File: src/logic/dif_defines.svh
// Offsets, reset values and function codes of the drive input function mapper.
`ifndef DIF_DEFINES_SVH
`define DIF_DEFINES_SVH
`define DIF_OFS_BANK1 2'b00
`define DIF_OFS_BANK2 2'b01
`define DIF_OFS_POL 2'b10
`define DIF_OFS_STATUS 5'h18
`define DIF_ST_REJECT 0
`define DIF_ST_SUSPECT 1
`define DIF_RST_BANK {8'h09, 8'h12, 8'h03, 8'h02, 8'h01, 8'h00}
`define DIF_RST_POL 6'h00
`define DIF_THERM_INPUT 3'h4
`define DIF_FN_FWD 8'h00
`define DIF_FN_REV 8'h01
`define DIF_FN_FF0 8'h02
`define DIF_FN_FF1 8'h03
`define DIF_FN_FF2 8'h04
`define DIF_FN_FF3 8'h05
`define DIF_FN_JOG 8'h06
`define DIF_FN_DCB 8'h07
`define DIF_FN_SET2 8'h08
`define DIF_FN_RAMP2 8'h09
`define DIF_FN_COAST 8'h0B
`define DIF_FN_EXTF 8'h0C
`define DIF_FN_USG 8'h0D
`define DIF_FN_LOCK 8'h0F
`define DIF_FN_ANA 8'h10
`define DIF_FN_FRST 8'h12
`define DIF_FN_THERM 8'h13
`define DIF_FN_3START 8'h14
`define DIF_FN_3STOP 8'h15
`define DIF_FN_3DIR 8'h16
`define DIF_FN_PLOOP 8'h17
`define DIF_FN_ICLR 8'h18
`define DIF_FN_POTUP 8'h1B
`define DIF_FN_POTDN 8'h1C
`define DIF_FN_POTCLR 8'h1D
`define DIF_FN_KEYPAD 8'h1F
`define DIF_FN_FADD 8'h32
`define DIF_FN_TERMPRI 8'h33
`define DIF_FN_FAST 8'h34
`define DIF_FN_SPSET 8'h35
`define DIF_FN_NONE 8'hFF
`endif

File: src/logic/dif_pkg.sv
// Types shared by the drive input function mapper.
`default_nettype none
package dif_pkg;
  typedef logic [5:0][7:0] dif_bank_t;
  typedef struct packed {
    logic       forward_run;
    logic       reverse_run;
    logic [3:0] fixed_freq;
    logic       jog;
    logic       dc_brake;
    logic       set2_select;
    logic       alt_ramp_select;
    logic       coast_inhibit;
    logic       external_fault;
    logic       unattended_start_guard;
    logic       param_lock;
    logic       analog_source_select;
    logic       fault_reset;
    logic       thermistor_input;
    logic       three_wire_start;
    logic       three_wire_stop;
    logic       three_wire_dir;
    logic       process_loop_enable;
    logic       integral_clear;
    logic       motor_pot_raise;
    logic       motor_pot_lower;
    logic       motor_pot_clear;
    logic       keypad_priority;
    logic       freq_offset_add;
    logic       terminal_source_priority;
    logic       fast_response;
    logic       special_second_set;
  } dif_func_t;
  typedef struct packed {
    logic run_fwd;
    logic run_rev;
    logic coast;
    logic decel;
    logic phase_rev;
  } dif_drive_t;
endpackage : dif_pkg
`default_nettype wire

File: src/logic/dif_mapper.sv
// Drive input function mapper: terminal decode, config registers, run command decode.
//
// Function
// Forward input active drives phases U-V-W; released means decelerate.
// Reverse input active drives phases W-V-U; released means decelerate.
// Forward and reverse both active removes drive so the motor coasts.
// No power-up start interlock; an active run input starts at once.
// Six function-select registers, one per programmable terminal.
// A second bank of six selects replaces the first when set two is active.
// A function code may sit on only one terminal; duplicates are refused.
// After reset every terminal is normally open.
// Outside party activates by applying 24 V and deactivates by removing it.
// Codes 00/01 forward/reverse; 02 to 05 fixed-frequency bits LSB first.
// Codes 06 to 09: jog, DC brake, set-two select, second ramp.
// Codes 11,12,13,15,16,18: coast, fault, start guard, lock, analog, reset.
// Code 19 thermistor is accepted on terminal five only.
// Codes 20,21,22: three-wire start, stop and direction.
// Codes 23,24,27,28,29: loop enable, integral clear, pot up/down/clear.
// Codes 31,50,51,52,53: keypad, offset add, terminal, fast, special set.
// Per-terminal polarity: 00 high activates, 01 low activates.
// Fault reset and thermistor terminals are always normally open.
// Polarity acts live; flipping an open run input starts the motor.
// Storage failure raises a distinct flag that marks the config suspect.
// Code 255 leaves a terminal unassigned and driving nothing.
// Select and polarity writes are refused while the drive runs.
`default_nettype none
`include "dif_defines.svh"
module dif_mapper #(
  parameter int NUM_IN = 6
) (
  input  wire logic           clk,
  input  wire logic           reset,
  input  wire logic [4:0]     reg_addr,
  input  wire logic [7:0]     reg_wdata,
  input  wire logic           reg_wr,
  input  wire logic           reg_rd,
  output var  logic [7:0]     reg_rdata_q,
  input  wire logic [5:0]     term_level,
  input  wire logic           drive_running,
  input  wire logic           nvm_fault,
  output var  dif_pkg::dif_func_t  func_q,
  output var  dif_pkg::dif_drive_t drive_q,
  output var  logic           set2_active_q,
  output var  logic           cfg_reject_q,
  output var  logic           nvm_suspect_q
);

  // Storage is built for six terminals; NUM_IN bounds the decoded register index.
  dif_pkg::dif_bank_t bank1_q;
  dif_pkg::dif_bank_t bank2_q;
  logic [5:0]         pol_q;

  function automatic logic dif_legal(input logic [7:0] c);
    logic ok;
    ok = 1'b0;
    case (c)
      `DIF_FN_FWD, `DIF_FN_REV, `DIF_FN_FF0, `DIF_FN_FF1, `DIF_FN_FF2,
      `DIF_FN_FF3, `DIF_FN_JOG, `DIF_FN_DCB, `DIF_FN_SET2, `DIF_FN_RAMP2,
      `DIF_FN_COAST, `DIF_FN_EXTF, `DIF_FN_USG, `DIF_FN_LOCK, `DIF_FN_ANA,
      `DIF_FN_FRST, `DIF_FN_THERM, `DIF_FN_3START, `DIF_FN_3STOP,
      `DIF_FN_3DIR, `DIF_FN_PLOOP, `DIF_FN_ICLR, `DIF_FN_POTUP,
      `DIF_FN_POTDN, `DIF_FN_POTCLR, `DIF_FN_KEYPAD, `DIF_FN_FADD,
      `DIF_FN_TERMPRI, `DIF_FN_FAST, `DIF_FN_SPSET, `DIF_FN_NONE: ok = 1'b1;
      default: ok = 1'b0;
    endcase
    return ok;
  endfunction

  // True when code c, unless it is code 255, already sits on a terminal of bank b other than i.
  function automatic logic dif_dup(input dif_pkg::dif_bank_t b,
                                   input logic [2:0] i,
                                   input logic [7:0] c);
    logic d;
    d = 1'b0;
    for (int j = 0; j < 6; j++) begin
      if (3'(j) != i && b[j] == c && c != `DIF_FN_NONE) begin
        d = 1'b1;
      end
    end
    return d;
  endfunction

  function automatic logic dif_any_dup(input dif_pkg::dif_bank_t b);
    logic d;
    d = 1'b0;
    for (int j = 0; j < 6; j++) begin
      if (dif_dup(b, 3'(j), b[j])) begin
        d = 1'b1;
      end
    end
    return d;
  endfunction

  // Per-terminal active level for a bank under the current polarity.
  function automatic logic [5:0] dif_act(input dif_pkg::dif_bank_t b,
                                         input logic [5:0] pol,
                                         input logic [5:0] lvl);
    logic [5:0] a;
    a = 6'h00;
    for (int j = 0; j < 6; j++) begin
      if (b[j] == `DIF_FN_NONE) begin
        a[j] = 1'b0;
      end else if (b[j] == `DIF_FN_FRST || b[j] == `DIF_FN_THERM) begin
        a[j] = lvl[j];
      end else begin
        a[j] = lvl[j] ^ pol[j];
      end
    end
    return a;
  endfunction

  function automatic logic dif_hit(input dif_pkg::dif_bank_t b,
                                   input logic [5:0] a,
                                   input logic [7:0] c);
    logic h;
    h = 1'b0;
    for (int j = 0; j < 6; j++) begin
      if (a[j] && b[j] == c) begin
        h = 1'b1;
      end
    end
    return h;
  endfunction

  // Register decode.
  wire logic [2:0] idx      = reg_addr[2:0];
  wire logic       idx_ok   = idx < 3'(NUM_IN);
  wire logic       sel_b1   = reg_addr[4:3] == `DIF_OFS_BANK1 && idx_ok;
  wire logic       sel_b2   = reg_addr[4:3] == `DIF_OFS_BANK2 && idx_ok;
  wire logic       sel_pol  = reg_addr[4:3] == `DIF_OFS_POL && idx_ok;
  wire logic       sel_st   = reg_addr == `DIF_OFS_STATUS;
  wire logic       cfg_wr   = reg_wr && (sel_b1 || sel_b2 || sel_pol);
  wire dif_pkg::dif_bank_t wr_bank = sel_b2 ? bank2_q : bank1_q;

  // A code write must be legal, unique in its bank and placed where allowed.
  wire logic code_ok = dif_legal(reg_wdata)
                    && !(reg_wdata == `DIF_FN_THERM && idx != `DIF_THERM_INPUT)
                    && !dif_dup(wr_bank, idx, reg_wdata);
  wire logic pol_ok  = reg_wdata[7:1] == 7'h00;
  wire logic wr_ok   = cfg_wr && !drive_running
                    && (sel_pol ? pol_ok : code_ok);
  wire logic rej_set = cfg_wr && !wr_ok;
  wire logic st_wr   = reg_wr && sel_st;

  // Sticky flags: a new event in the clearing cycle wins over the clear.
  wire logic rej_d = rej_set
                  || (cfg_reject_q && !(st_wr && reg_wdata[`DIF_ST_REJECT]));
  wire logic sus_d = nvm_fault
                  || (nvm_suspect_q && !(st_wr && reg_wdata[`DIF_ST_SUSPECT]));

  always_ff @(posedge clk or posedge reset) begin
    if (reset) begin
      bank1_q <= `DIF_RST_BANK;
      bank2_q <= `DIF_RST_BANK;
      pol_q   <= `DIF_RST_POL;
    end else if (wr_ok) begin
      if (sel_b1) begin
        bank1_q[idx] <= reg_wdata;
      end
      if (sel_b2) begin
        bank2_q[idx] <= reg_wdata;
      end
      if (sel_pol) begin
        pol_q[idx] <= reg_wdata[0];
      end
    end
  end

  always_ff @(posedge clk or posedge reset) begin
    if (reset) begin
      cfg_reject_q  <= 1'b0;
      nvm_suspect_q <= 1'b0;
    end else begin
      cfg_reject_q  <= rej_d;
      nvm_suspect_q <= sus_d;
    end
  end

  // Read data appears in the cycle after the strobe; unmapped reads give zero.
  wire logic [7:0] status_w = {4'h0, drive_running, set2_active_q,
                               nvm_suspect_q, cfg_reject_q};
  wire logic [7:0] rd_word  = sel_b1  ? bank1_q[idx] :
                              sel_b2  ? bank2_q[idx] :
                              sel_pol ? {7'h00, pol_q[idx]} :
                              sel_st  ? status_w : 8'h00;
  wire logic [7:0] rdata_d  = reg_rd ? rd_word : 8'h00;

  always_ff @(posedge clk or posedge reset) begin
    if (reset) begin
      reg_rdata_q <= 8'h00;
    end else begin
      reg_rdata_q <= rdata_d;
    end
  end

  // Set two is chosen from the first bank so the selection cannot feed itself.
  wire logic [5:0] act1   = dif_act(bank1_q, pol_q, term_level);
  wire logic       set2_d = dif_hit(bank1_q, act1, `DIF_FN_SET2)
                         || dif_hit(bank1_q, act1, `DIF_FN_SPSET);
  wire dif_pkg::dif_bank_t bank = set2_active_q ? bank2_q : bank1_q;
  wire logic [5:0] act    = dif_act(bank, pol_q, term_level);

  dif_pkg::dif_func_t fn;
  assign fn.forward_run              = dif_hit(bank, act, `DIF_FN_FWD);
  assign fn.reverse_run              = dif_hit(bank, act, `DIF_FN_REV);
  assign fn.fixed_freq               = {dif_hit(bank, act, `DIF_FN_FF3),
                                        dif_hit(bank, act, `DIF_FN_FF2),
                                        dif_hit(bank, act, `DIF_FN_FF1),
                                        dif_hit(bank, act, `DIF_FN_FF0)};
  assign fn.jog                      = dif_hit(bank, act, `DIF_FN_JOG);
  assign fn.dc_brake                 = dif_hit(bank, act, `DIF_FN_DCB);
  assign fn.set2_select              = dif_hit(bank, act, `DIF_FN_SET2);
  assign fn.alt_ramp_select          = dif_hit(bank, act, `DIF_FN_RAMP2);
  assign fn.coast_inhibit            = dif_hit(bank, act, `DIF_FN_COAST);
  assign fn.external_fault           = dif_hit(bank, act, `DIF_FN_EXTF);
  assign fn.unattended_start_guard   = dif_hit(bank, act, `DIF_FN_USG);
  assign fn.param_lock               = dif_hit(bank, act, `DIF_FN_LOCK);
  assign fn.analog_source_select     = dif_hit(bank, act, `DIF_FN_ANA);
  assign fn.fault_reset              = dif_hit(bank, act, `DIF_FN_FRST);
  assign fn.thermistor_input         = dif_hit(bank, act, `DIF_FN_THERM);
  assign fn.three_wire_start         = dif_hit(bank, act, `DIF_FN_3START);
  assign fn.three_wire_stop          = dif_hit(bank, act, `DIF_FN_3STOP);
  assign fn.three_wire_dir           = dif_hit(bank, act, `DIF_FN_3DIR);
  assign fn.process_loop_enable      = dif_hit(bank, act, `DIF_FN_PLOOP);
  assign fn.integral_clear           = dif_hit(bank, act, `DIF_FN_ICLR);
  assign fn.motor_pot_raise          = dif_hit(bank, act, `DIF_FN_POTUP);
  assign fn.motor_pot_lower          = dif_hit(bank, act, `DIF_FN_POTDN);
  assign fn.motor_pot_clear          = dif_hit(bank, act, `DIF_FN_POTCLR);
  assign fn.keypad_priority          = dif_hit(bank, act, `DIF_FN_KEYPAD);
  assign fn.freq_offset_add          = dif_hit(bank, act, `DIF_FN_FADD);
  assign fn.terminal_source_priority = dif_hit(bank, act, `DIF_FN_TERMPRI);
  assign fn.fast_response            = dif_hit(bank, act, `DIF_FN_FAST);
  assign fn.special_second_set       = dif_hit(bank, act, `DIF_FN_SPSET);

  // Run decode. There is deliberately no start interlock here: a run input
  // already active when reset releases starts the motor on the next edge.
  dif_pkg::dif_drive_t drv;
  assign drv.run_fwd   = fn.forward_run && !fn.reverse_run;
  assign drv.run_rev   = fn.reverse_run && !fn.forward_run;
  assign drv.coast     = fn.forward_run && fn.reverse_run;
  assign drv.decel     = !fn.forward_run && !fn.reverse_run;
  assign drv.phase_rev = drv.run_rev;

  always_ff @(posedge clk or posedge reset) begin
    if (reset) begin
      func_q        <= '0;
      drive_q       <= '0;
      set2_active_q <= 1'b0;
    end else begin
      func_q        <= fn;
      drive_q       <= drv;
      set2_active_q <= set2_d;
    end
  end

  property p_fwd;
    @(posedge clk) disable iff (reset)
      fn.forward_run && !fn.reverse_run |=> drive_q.run_fwd && !drive_q.phase_rev;
  endproperty
  a_fwd: assert property (p_fwd) else $error("forward run not decoded");

  property p_rev;
    @(posedge clk) disable iff (reset)
      fn.reverse_run && !fn.forward_run |=> drive_q.run_rev && drive_q.phase_rev;
  endproperty
  a_rev: assert property (p_rev) else $error("reverse run not decoded");

  property p_coast;
    @(posedge clk) disable iff (reset)
      fn.forward_run && fn.reverse_run
        |=> drive_q.coast && !drive_q.run_fwd && !drive_q.run_rev;
  endproperty
  a_coast: assert property (p_coast) else $error("both run inputs did not coast");

  property p_nodup;
    @(posedge clk) disable iff (reset)
      !dif_any_dup(bank1_q) && !dif_any_dup(bank2_q);
  endproperty
  a_nodup: assert property (p_nodup) else $error("duplicate function code stored");

  property p_therm;
    @(posedge clk) disable iff (reset)
      cfg_wr && !sel_pol && reg_wdata == `DIF_FN_THERM && idx != `DIF_THERM_INPUT
        |=> cfg_reject_q && $stable(bank1_q) && $stable(bank2_q);
  endproperty
  a_therm: assert property (p_therm) else $error("thermistor code taken off input five");

  property p_run_lock;
    @(posedge clk) disable iff (reset)
      cfg_wr && drive_running
        |=> cfg_reject_q && $stable(bank1_q) && $stable(bank2_q) && $stable(pol_q);
  endproperty
  a_run_lock: assert property (p_run_lock) else $error("config written while running");

  // An open reset contact set to the closed type must still read as inactive.
  property p_force_no;
    @(posedge clk) disable iff (reset)
      bank[4] == `DIF_FN_FRST && pol_q[4] && !term_level[4] |=> !func_q.fault_reset;
  endproperty
  a_force_no: assert property (p_force_no) else $error("fault reset not normally open");

  property p_unused;
    @(posedge clk) disable iff (reset)
      bank == {6{`DIF_FN_NONE}} |=> func_q == '0;
  endproperty
  a_unused: assert property (p_unused) else $error("unassigned input drove a function");

  property p_suspect;
    @(posedge clk) disable iff (reset)
      nvm_fault |=> nvm_suspect_q [*2];
  endproperty
  a_suspect: assert property (p_suspect) else $error("storage fault flag lost");

  property p_polarity;
    @(posedge clk) disable iff (reset)
      bank[0] == `DIF_FN_FWD && bank[1] != `DIF_FN_REV && bank[2] != `DIF_FN_REV
        && bank[3] != `DIF_FN_REV && bank[4] != `DIF_FN_REV && bank[5] != `DIF_FN_REV
        && (term_level[0] != pol_q[0]) |=> drive_q.run_fwd;
  endproperty
  a_polarity: assert property (p_polarity) else $error("polarity not applied live");

  // The first edge after reset must see the default map and open contacts.
  // A wrong default here would start a motor on a closed-type contact.
  property p_rst_pol;
    @(posedge clk) disable iff (reset)
      $past(reset) |-> pol_q == `DIF_RST_POL;
  endproperty
  a_rst_pol: assert property (p_rst_pol) else $error("reset polarity wrong");

  property p_rst_map;
    @(posedge clk) disable iff (reset)
      $past(reset) |-> bank1_q == `DIF_RST_BANK && bank2_q == `DIF_RST_BANK;
  endproperty
  a_rst_map: assert property (p_rst_map) else $error("reset function map wrong");

  property p_decel;
    @(posedge clk) disable iff (reset)
      !fn.forward_run && !fn.reverse_run
        |=> drive_q.decel && !drive_q.coast && !drive_q.run_fwd && !drive_q.run_rev;
  endproperty
  a_decel: assert property (p_decel) else $error("run release not decelerated");

  property p_one_way;
    @(posedge clk) disable iff (reset)
      !(drive_q.run_fwd && drive_q.run_rev);
  endproperty
  a_one_way: assert property (p_one_way) else $error("both directions driven");

  property p_phase;
    @(posedge clk) disable iff (reset)
      drive_q.phase_rev == drive_q.run_rev;
  endproperty
  a_phase: assert property (p_phase) else $error("phase order wrong");

  property p_rej_set;
    @(posedge clk) disable iff (reset)
      rej_set |=> cfg_reject_q;
  endproperty
  a_rej_set: assert property (p_rej_set) else $error("refused write not flagged");

  property p_run_hold;
    @(posedge clk) disable iff (reset)
      drive_running |=> $stable(bank1_q) && $stable(bank2_q) && $stable(pol_q);
  endproperty
  a_run_hold: assert property (p_run_hold) else $error("config changed while running");

  property p_pol_wr;
    @(posedge clk) disable iff (reset)
      cfg_wr && sel_pol && !drive_running && reg_wdata[7:1] == 7'h00
        |=> pol_q[$past(idx)] == $past(reg_wdata[0]);
  endproperty
  a_pol_wr: assert property (p_pol_wr) else $error("polarity write lost");

  c_coast: cover property (@(posedge clk) disable iff (reset) drive_q.coast);
  c_reject: cover property (@(posedge clk) disable iff (reset) rej_set);
  c_set2: cover property (@(posedge clk) disable iff (reset) $rose(set2_active_q));
  c_rev: cover property (@(posedge clk) disable iff (reset) drive_q.run_rev);
  c_fwd: cover property (@(posedge clk) disable iff (reset) drive_q.run_fwd);

endmodule // dif_mapper
`default_nettype wire

File: config.mk
export PLATFORM = sky130hd
export DESIGN_NAME = dif_mapper
export DESIGN_NICKNAME = d
export VERILOG_FILES = /design/src/logic/dif_pkg.sv /design/src/logic/dif_mapper.sv
export VERILOG_INCLUDE_DIRS = /design/src /design/src/logic
export SDC_FILE = /design/constraint.sdc
export NUM_CORES = 1
export LEC_CHECK = 0
export BUFFER_PORTS_ARGS = -buffer_cell sky130_fd_sc_hd__buf_2
export CORE_MARGIN = 2
export CORE_UTILIZATION = 42
export CTS_BUF_LIST = sky130_fd_sc_hd__clkbuf_16
export CTS_CLUSTER_DIAMETER = 100
export DETAILED_ROUTE_END_ITERATION = 8
export PLACE_DENSITY = 0.67
export SLEW_MARGIN = 25
export SYNTH_ARGS = -nofsm -noshare
export SYNTH_HDL_FRONTEND = slang
export SYNTH_SLANG_ARGS = --single-unit
File: constraint.sdc
create_clock -name clk -period 4.4 [get_ports clk]
set_input_delay 0.44 -clock clk [delete_from_list [all_inputs] [get_ports clk]]
set_output_delay 0.44 -clock clk [all_outputs]
set_load 0.01 [all_outputs]
==> key figures, run 1 <==
Power
  • Total power: roughly 3.3 mW
  • Switch share: 31.52%
  • Peak supply drop: 0.0001881 V
  • Clock power frac: 45.7%
  • Leak: 4.870 nW
  • Power Density: 272.7 nW/um2
  • Logic pwr share: 11.9%
  • Int Power: between 2 and 2.5 mW
  • Sequential fraction of design power: 42.4%
  • Sw power: 1.038 mW

Worst setup path
  • CP Data Arrival Time: 3.91 ns
  • Worst-path maximum fanout: 83
  • CP delay by family, top: simple AND/OR/NAND/NOR gates
  • CP peak stage delay: 0.78 ns
  • Worst path cell trace: buf_4 > nor2b_1 > a21oi_1 > o31ai_1 > xor2_1 > nor3_1 > buf_4 > a32o_1 > nor3_1 > nor2b_1
  • Crit path kind: flip-flop to flip-flop
  • Crit-path slowest cell: dfrtp_4
  • Worst Path Buf+Inv: 2
  • Critical Path RT: 4.77 ns
  • Worst setup SP type: flip-flop
  • CP endpoint kind: flip-flop

Clock tree
  • Clk_lat worst skew: 0.45 ns
  • Clock transition at path regs: 0.07 ns
  • Cell chosen for the clock root: clkbuf_16
  • Sink Count: between 100 and 150
  • Clk buf depth: 2
  • CTS Buf Count: 17
  • Hold buffers post-CTS: 0
  • Cts repair resizes: 0
  • TritonCTS clock tree: done
  • H-tree levels: 4
  • # Post-CTS Setup Buffers: 0

Routing
  • WL per Instance: 28.93 um
  • Final ANT Viol Nets: 0
  • Initial DRC Count: 2024
  • Total Wirelength: between 40000 and 50000 um
  • Vias per cell: roughly 7
  • Via count: around 11000
  • 1st-pass router iterations: 8
  • DRC Markers: 0

Placed design
  • GPL Wtd Cong: 1.081
  • Port buffer count: 70
  • Dpl hpwl: 33620 um

STA
  • Setup_tns: 0 ns
  • Fin crit share: between 80% and 90%
  • Clock period minus final worst setup slack: 3.540 ns
  • Worst-margin pin slew: about 1.1 ns
  • WHS: between 0.1 and 0.15 ns
  • Count of final setup violators: 0
  • Relative slew slack: 28.98%
  • Slew Viols, Final: 0
  • Layout Skew: around 0.013 ns
  • RSZ-0062 raised after global routing: false
  • Count of final hold-check violations: 0
  • Fmax: 282.5 MHz

Final layout
  • N_diodes: 0
  • Area Overhead vs Synth: 11.20%
  • Commonest non-fill, non-tap cell in the layout: dfrtp_1
  • Nets: 1285
  • Most frequent cells in the layout: 130 x dfrtp_1, 102 x nand2_1, 91 x nor2_1
  • Fraction of layout cells with a size suffix above 1: between 20 and 25%

Global routing
  • Total GRT Usage: 34.60%
  • First-pass GRT wire length: roughly 68000 um
  • Initial antenna violation count: 0
  • Pin count of the biggest net entering global routing: between 100 and 150
  • Grt ovf: 0
  • Vias in the first global route: about 10000

Synthesis
  • Synthesized flop and latch total: 147
  • Netlist cell types: 70
  • Post-synthesis net count: 1257
  • Number of synthesized flops with an enable pin: 0
  • Synthesis Warnings: 0
  • Synth Area per Inst: 8.814 um2
  • Post-synthesis sequential area ratio: between 30% and 40%
  • Ys async rst share: 100.0%
  • Syn Inst Count: 1232
  • Prevailing post-synth register cell: dfrtp_1
  • Mapped cell area: 10860 um2

Min path
  • HP Class: input pin to asynchronous set/reset pin

Die
  • Row count: a little under 60
  • IO Pins: just over 70
  • Die ar.: 27160 um2
  • Die H: 164.8 um
  • Core ar.: 25250 um2
  • Initial Util: 43.00%
  • Die width: roughly 160 um

Run status
  • Outcome: completed

Job
  • Max Cap Viol: 0
==> per-layer routing <==
metal | track usage (%) | vias to the layer above | routed length, um
li1 | - | 4651 | -
met1 | 46.05 | 5332 | 17550
met2 | 49.01 | 979 | 19050
met3 | 9.945 | 243 | 6354
met4 | 22.09 | 0 | 3415
met5 | 0 | - | 0
==> final timing paths <==
kind | startpoint | endpoint | slack (ns) | cells past startpoint
min | reset | bank2_q[6] | 0.13 | 2
max | set2_active_q | drive_q[0] | 0.86 | 10
max in group asynchronous | reset | func_q[14] | 3.31 | 3
max reg2reg | set2_active_q | drive_q[0] | 0.86 | 10
min in group clk | nvm_fault | nvm_suspect_q | 0.17 | 2
min reg2reg | nvm_suspect_q | nvm_suspect_q | 0.53 | 1
==> cells by family (layout without fill, tap and decap cells) <==
family | after synthesis | in the layout | share of synthesized area (%)
xor+xnor | 59 | 59 | 4.759
mux | 132 | 132 | 13.27
simple gates | 402 | 402 | 17.92
buf+inv | 156 | 197 | 6.141
compound gates | 336 | 336 | 23.85
flops | 147 | 147 | 34.06
==> worst register-to-register path, cell delays in order (launching register included) <==
cell and delay, ns:
dfrtp_4 0.78, buf_4 0.39, nor2b_1 0.40, a21oi_1 0.10, o31ai_1 0.30, xor2_1 0.25, nor3_1 0.11, buf_4 0.23
a32o_1 0.29, nor3_1 0.42, nor2b_1 0.19
==> power groups by stage <==
stage / Sequential [mW] / Clock, mW / Combinational (mW)
after floorplan: 1.41 / 0 / 0.248
after CTS: 1.39 / 1.51 / 0.377
after global routing: 1.40 / 1.57 / 0.413
after global placement: 1.42 / 0 / 0.376
after detailed placement: 1.42 / 0 / 0.376
final: 1.40 / 1.51 / 0.393
==> stage by stage <==
step	std cells	util, %	cell area (um2)	setup slack, ns
floorplan	1232	-	10860	0.03514
global placement	1571	45.44	11470	0.6672
detailed placement	1571	45.44	11470	0.6486
CTS	1603	47.78	12070	0.9394
global route	1603	47.82	12080	0.6552
finish	1603	47.82	12080	0.8603
==> flip-flops by register name, summed over array words and instances (netlist names) <==
register and cells:
bank1_q 48, bank2_q 48, cfg_reject_q 1, drive_q 4
func_q 30, nvm_suspect_q 1, pol_q 6, reg_rdata_q 8
set2_active_q 1
==> cells in the mapped netlist, types with 35 or more instances <==
| master | number | area, um2 |
|---|---|---|
| mux2_2 | 70 | 788.3 |
| nor3_1 | 42 | 210.2 |
| mux2i_1 | 54 | 540.5 |
| clkbuf_1 | 54 | 202.7 |
| a21oi_1 | 46 | 230.2 |
| xnor2_1 | 35 | 306.5 |
| inv_1 | 53 | 198.9 |
| dfrtp_1 | 131 | 3278 |
| o21ai_0 | 44 | 220.2 |
| nand2_1 | 102 | 382.9 |
| nor2_1 | 91 | 341.6 |
| nand3_1 | 47 | 235.2 |
==> layout make-up <==
| cell class | count | area (um2) |
|---|---|---|
| clock buffers | 17 | 425.4 |
| flip-flops and latches | 147 | 3702 |
| clock inverters | 15 | 165.2 |
| repair buffers | 111 | 658.1 |
| multi-input cells | 929 | 6501 |
| fillers | 2410 | 13180 |
| well taps | 330 | 412.9 |
| inverters | 54 | 210.2 |
No activity file was read; power rests on OpenSTA's default activity.
==> inputs of run 2 (changes only) <==
ABC_AREA = 1   (was not set)
clock period = 3.2 ns   (was 4.4 ns; I/O delays follow)
==> key figures, run 2 <==
Run status
  • Outcome: finished, violations left
  • Failing checks: negative hold slack

Worst setup path
  • Reg2Reg Setup Slack: 0.12 ns (-0.74 ns)
  • Crit path kind: flip-flop to flip-flop
  • Worst-path maximum fanout: 17 (-80%)
  • Crit-path slowest cell: dfrtp_2
  • CP peak stage delay: 0.50 ns (-0.28 ns)
  • R2r startpoint: set2_active_q
  • CP Data Arrival Time: 3.39 ns (-0.52 ns)
  • CP endpoint kind: flip-flop
  • Critical path launch point: set2_active_q
  • R2R cell count: 11 (+1)
  • Worst setup SP type: flip-flop
  • Worst R2R End: func_q[20]
  • Critical Path RT: 3.51 ns (-1.26 ns)
  • CP endpoint: func_q[20]
  • Worst path cell trace: buf_4 > o21ai_1 > nand2_1 > nor2_1 > o21ai_1 > mux2i_2 > nand3_1 > clkinvlp_4 > nand3_1 > nand2_1 > nand3b_1

Routing
  • Via count: 13470 (+20%)
  • Initial DRC Count: 1859 (-8.2%)
  • Vias per cell: 5.977 (-14%)
  • DRC Markers: 0 (unchanged)
  • Total Wirelength: 52730 um (+14%)
  • WL per Instance: 23.39 um (-19%)
  • 1st-pass router iterations: 6 (-2)
  • Final ANT Viol Nets: 0 (unchanged)

Synthesis
  • Syn Inst Count: 1831 (+49%)
  • Commonest cells in the netlist: 654 x nand2_1, 190 x nor2_1, 158 x inv_1, 136 x nand3_1
  • Prevailing post-synth register cell: dfrtp_1
  • Most instantiated library cell after synthesis: nand2_1
  • Yosys top cell by area: dfrtp_1
  • Ys async rst share: 100.0% (unchanged)
  • Number of synthesized flops with an enable pin: 0 (unchanged)
  • Netlist cell types: 49 (-30%)
  • Synthesis Warnings: 0 (unchanged)
  • Post-synthesis net count: 1856 (+48%)
  • Synth Area per Inst: 6.330 um2 (-28%)
  • Synthesized flop and latch total: 147 (unchanged)
  • Mapped cell area: 11590 um2 (+6.7%)
  • Post-synthesis sequential area ratio: 31.91% (-2.1 points)
  • Area contributors post-synth: dfrtp_1 28%, nand2_1 21%, nand4_1 7.1%
  • Post-synth top area share: 28.28% (-1.9 points)

Die
  • Core ar.: 27030 um2 (+7.0%)
  • Row count: 60 (+3.4%)
  • Die width: 170.1 um (+3.2%)
  • Die H: 170.1 um (+3.2%)
  • Initial Util: 42.88% (-0.12 points)
  • IO Pins: 71 (unchanged)
  • Die ar.: 28940 um2 (+6.6%)

Clock tree
  • Cell chosen for the clock root: clkbuf_16
  • Clock transition at path regs: 0.07 ns (about the same)
  • Clk buf depth: 2 (unchanged)
  • TritonCTS clock tree: done
  • Sink Count: 147 (unchanged)
  • CTS Buf Count: 17 (unchanged)
  • Clk_lat worst skew: 0.45 ns (about the same)
  • Hold buffers post-CTS: 0 (unchanged)
  • H-tree levels: 4 (unchanged)

Min path
  • HP Class: input pin to asynchronous set/reset pin

Job
  • Max Cap Viol: 0 (unchanged)

STA
  • Fmax: 324.8 MHz (+15%)
  • RSZ-0062 raised after global routing: false
  • Fin crit share: 96.22% (+16 points)
  • Count of final hold-check violations: 2 (+2)
  • Setup_tns: 0 ns (unchanged)
  • Layout Skew: 0.01767 ns (+0.005031 ns)
  • Count of final setup violators: 0 (unchanged)
  • WHS: -0.005796 ns (-0.1392 ns)
  • Slew Viols, Final: 0 (unchanged)
  • Clock period minus final worst setup slack: 3.079 ns (-0.4608 ns)
  • Worst-margin pin slew: 0.9809 ns (-0.08433 ns)
  • Final setup margin: 0.1210 ns (-0.7392 ns)
  • Relative slew slack: 34.00% (+5.0 points)

Final layout
  • Area of the multi-input gates: 6659 um2 (+2.4%)
  • Most frequent cells in the layout: 654 x nand2_1, 188 x nor2_1, 155 x inv_1
  • FF+latch area: 3700 um2 (about the same)
  • Nets: 1925 (+50%)
  • Fraction of layout cells with a size suffix above 1: 13.12% (-6.9 points)
  • Area Overhead vs Synth: 12.61%
  • Largest regs: bank1_q (48), bank2_q (48), func_q (30)
  • N_diodes: 0 (unchanged)
  • FILL cells: 2875 (+19%)
  • Commonest non-fill, non-tap cell in the layout: nand2_1

Global routing
  • First-pass GRT wire length: 78610 um (+15%)
  • Initial antenna violation count: 1 (+1)
  • Vias in the first global route: 12200 (+17%)
  • Grt ovf: 0 (unchanged)
  • Pin count of the biggest net entering global routing: 118 (+4.4%)
  • Total GRT Usage: 36.88% (+2.3 points)

Power
  • Total power: 5.613 mW (+70%)
  • Clock power frac: 39.9% (-5.8 points)
  • Sequential fraction of design power: 35.8% (-6.6 points)
  • Sw power: 2.109 mW (+100%)
  • Switch share: 37.57% (+6.1 points)
  • Logic pwr share: 24.3% (+12 points)
  • Peak supply drop: 0.0002638 V (+40%)
  • Int Power: 3.504 mW (+55%)
  • Leak: 6.451 nW (+32%)
  • Power Density: 430.1 nW/um2 (+58%)

Placed design
  • Dpl hpwl: 39870 um (+19%)
  • Dpl ws: 0.01185 ns (-0.6368 ns)
  • GPL Wtd Cong: 1.060 (-1.9%)
  • Port buffer count: 70 (unchanged)
-- run 2: cell count changes in the layout (fill, tap and decap cells not counted), sizes merged, moves of 45 or more --
cell and change:
nand2 +557, nor2 +114, nand4 +112, inv +108, nand3 +100, mux2 -76
mux2i -52, o21ai +45
-- run 2: logic make-up (layout without fill, tap and decap cells) --
| group | Yosys count | after routing | synth area share, % |
|---|---|---|---|
| AND/OR/NAND/NOR | 1180 | 1180 | 44.64 |
| buffers and inverters | 266 | 348 | 10.73 |
| AO/OA/AOI/OAI | 228 | 228 | 11.88 |
| flip-flops | 147 | 147 | 31.91 |
| XOR/XNOR | 8 | 8 | 0.6046 |
| multiplexers | 2 | 2 | 0.2375 |
-- run 2: worst min path at each step --
stage	endpoint	slack, ns	cells after the start	start
2_1_floorplan	nvm_suspect_q	0.42	2	nvm_fault
3_3_place_gp	bank2_q[13]	0.45	2	bank2_q[13]
3_5_place_dp	bank2_q[13]	0.46	2	bank2_q[13]
4_1_cts	func_q[2]	0.01	3	reset
5_1_grt	func_q[2]	0.04	3	reset
6_report	func_q[2]	-0.006	3	reset
-- run 2: routing by layer --
metal	share of wire, %	vias to the layer above	GRT usage (%)
met3	8.6	156	5.023
met1	41	6269	49.38
met4	6.0	2	19.44
li1	-	6223	-
met5	0.025	-	0
met2	44	823	57.99
-- run 2: what timing repair did --
action	in CTS	in global routing
endpoints found under the setup margin	0	22
gates resized for setup	0	6
buffers inserted	0	2
-- run 2: critical path, delay by kind of cell, from the launching register on --
kind,cells,cell delay (ns)
buffers and inverters,2,0.60
multiplexers,1,0.19
AO/OA/AOI/OAI,2,0.47
AND/OR/NAND/NOR,6,1.18
flip-flops,1,0.50
-- run 2: power by group through the flow --
stage | sequential, mW | clock, mW | combinational (mW)
after detailed placement | 2.04 | 0 | 1.31
after CTS | 2.01 | 2.24 | 1.32
after global routing | 2.02 | 2.31 | 1.47
after floorplan | 2.04 | 0 | 0.861
after global placement | 2.04 | 0 | 1.32
final | 2.01 | 2.24 | 1.36
-- run 2: cell type report --
| type | instances | area share [%] |
|---|---|---|
| Clock inverter | 15 | 1.496 |
| Sequential cell | 147 | 28.35 |
| Clock buffer | 17 | 3.260 |
| Timing Repair Buffer | 146 | 7.660 |
| Inverter | 170 | 4.947 |
| Tap cell | 341 | 3.269 |
| Multi-Input combinational cell | 1418 | 51.02 |
-- run 2: through the flow --
step | cells | utilization, % | hold slack, ns | instance area [um2]
6_report | 2254 | 48.29 | -0.005796 | 13050
5_1_grt | 2254 | 48.29 | 0.04226 | 13050
4_1_cts | 2252 | 48.13 | 0.01337 | 13010
3_5_place_dp | 2220 | 45.83 | 0.4619 | 12390
3_3_place_gp | 2220 | 45.82 | 0.4548 | 12380
2_1_floorplan | 1831 | - | 0.4184 | 11590
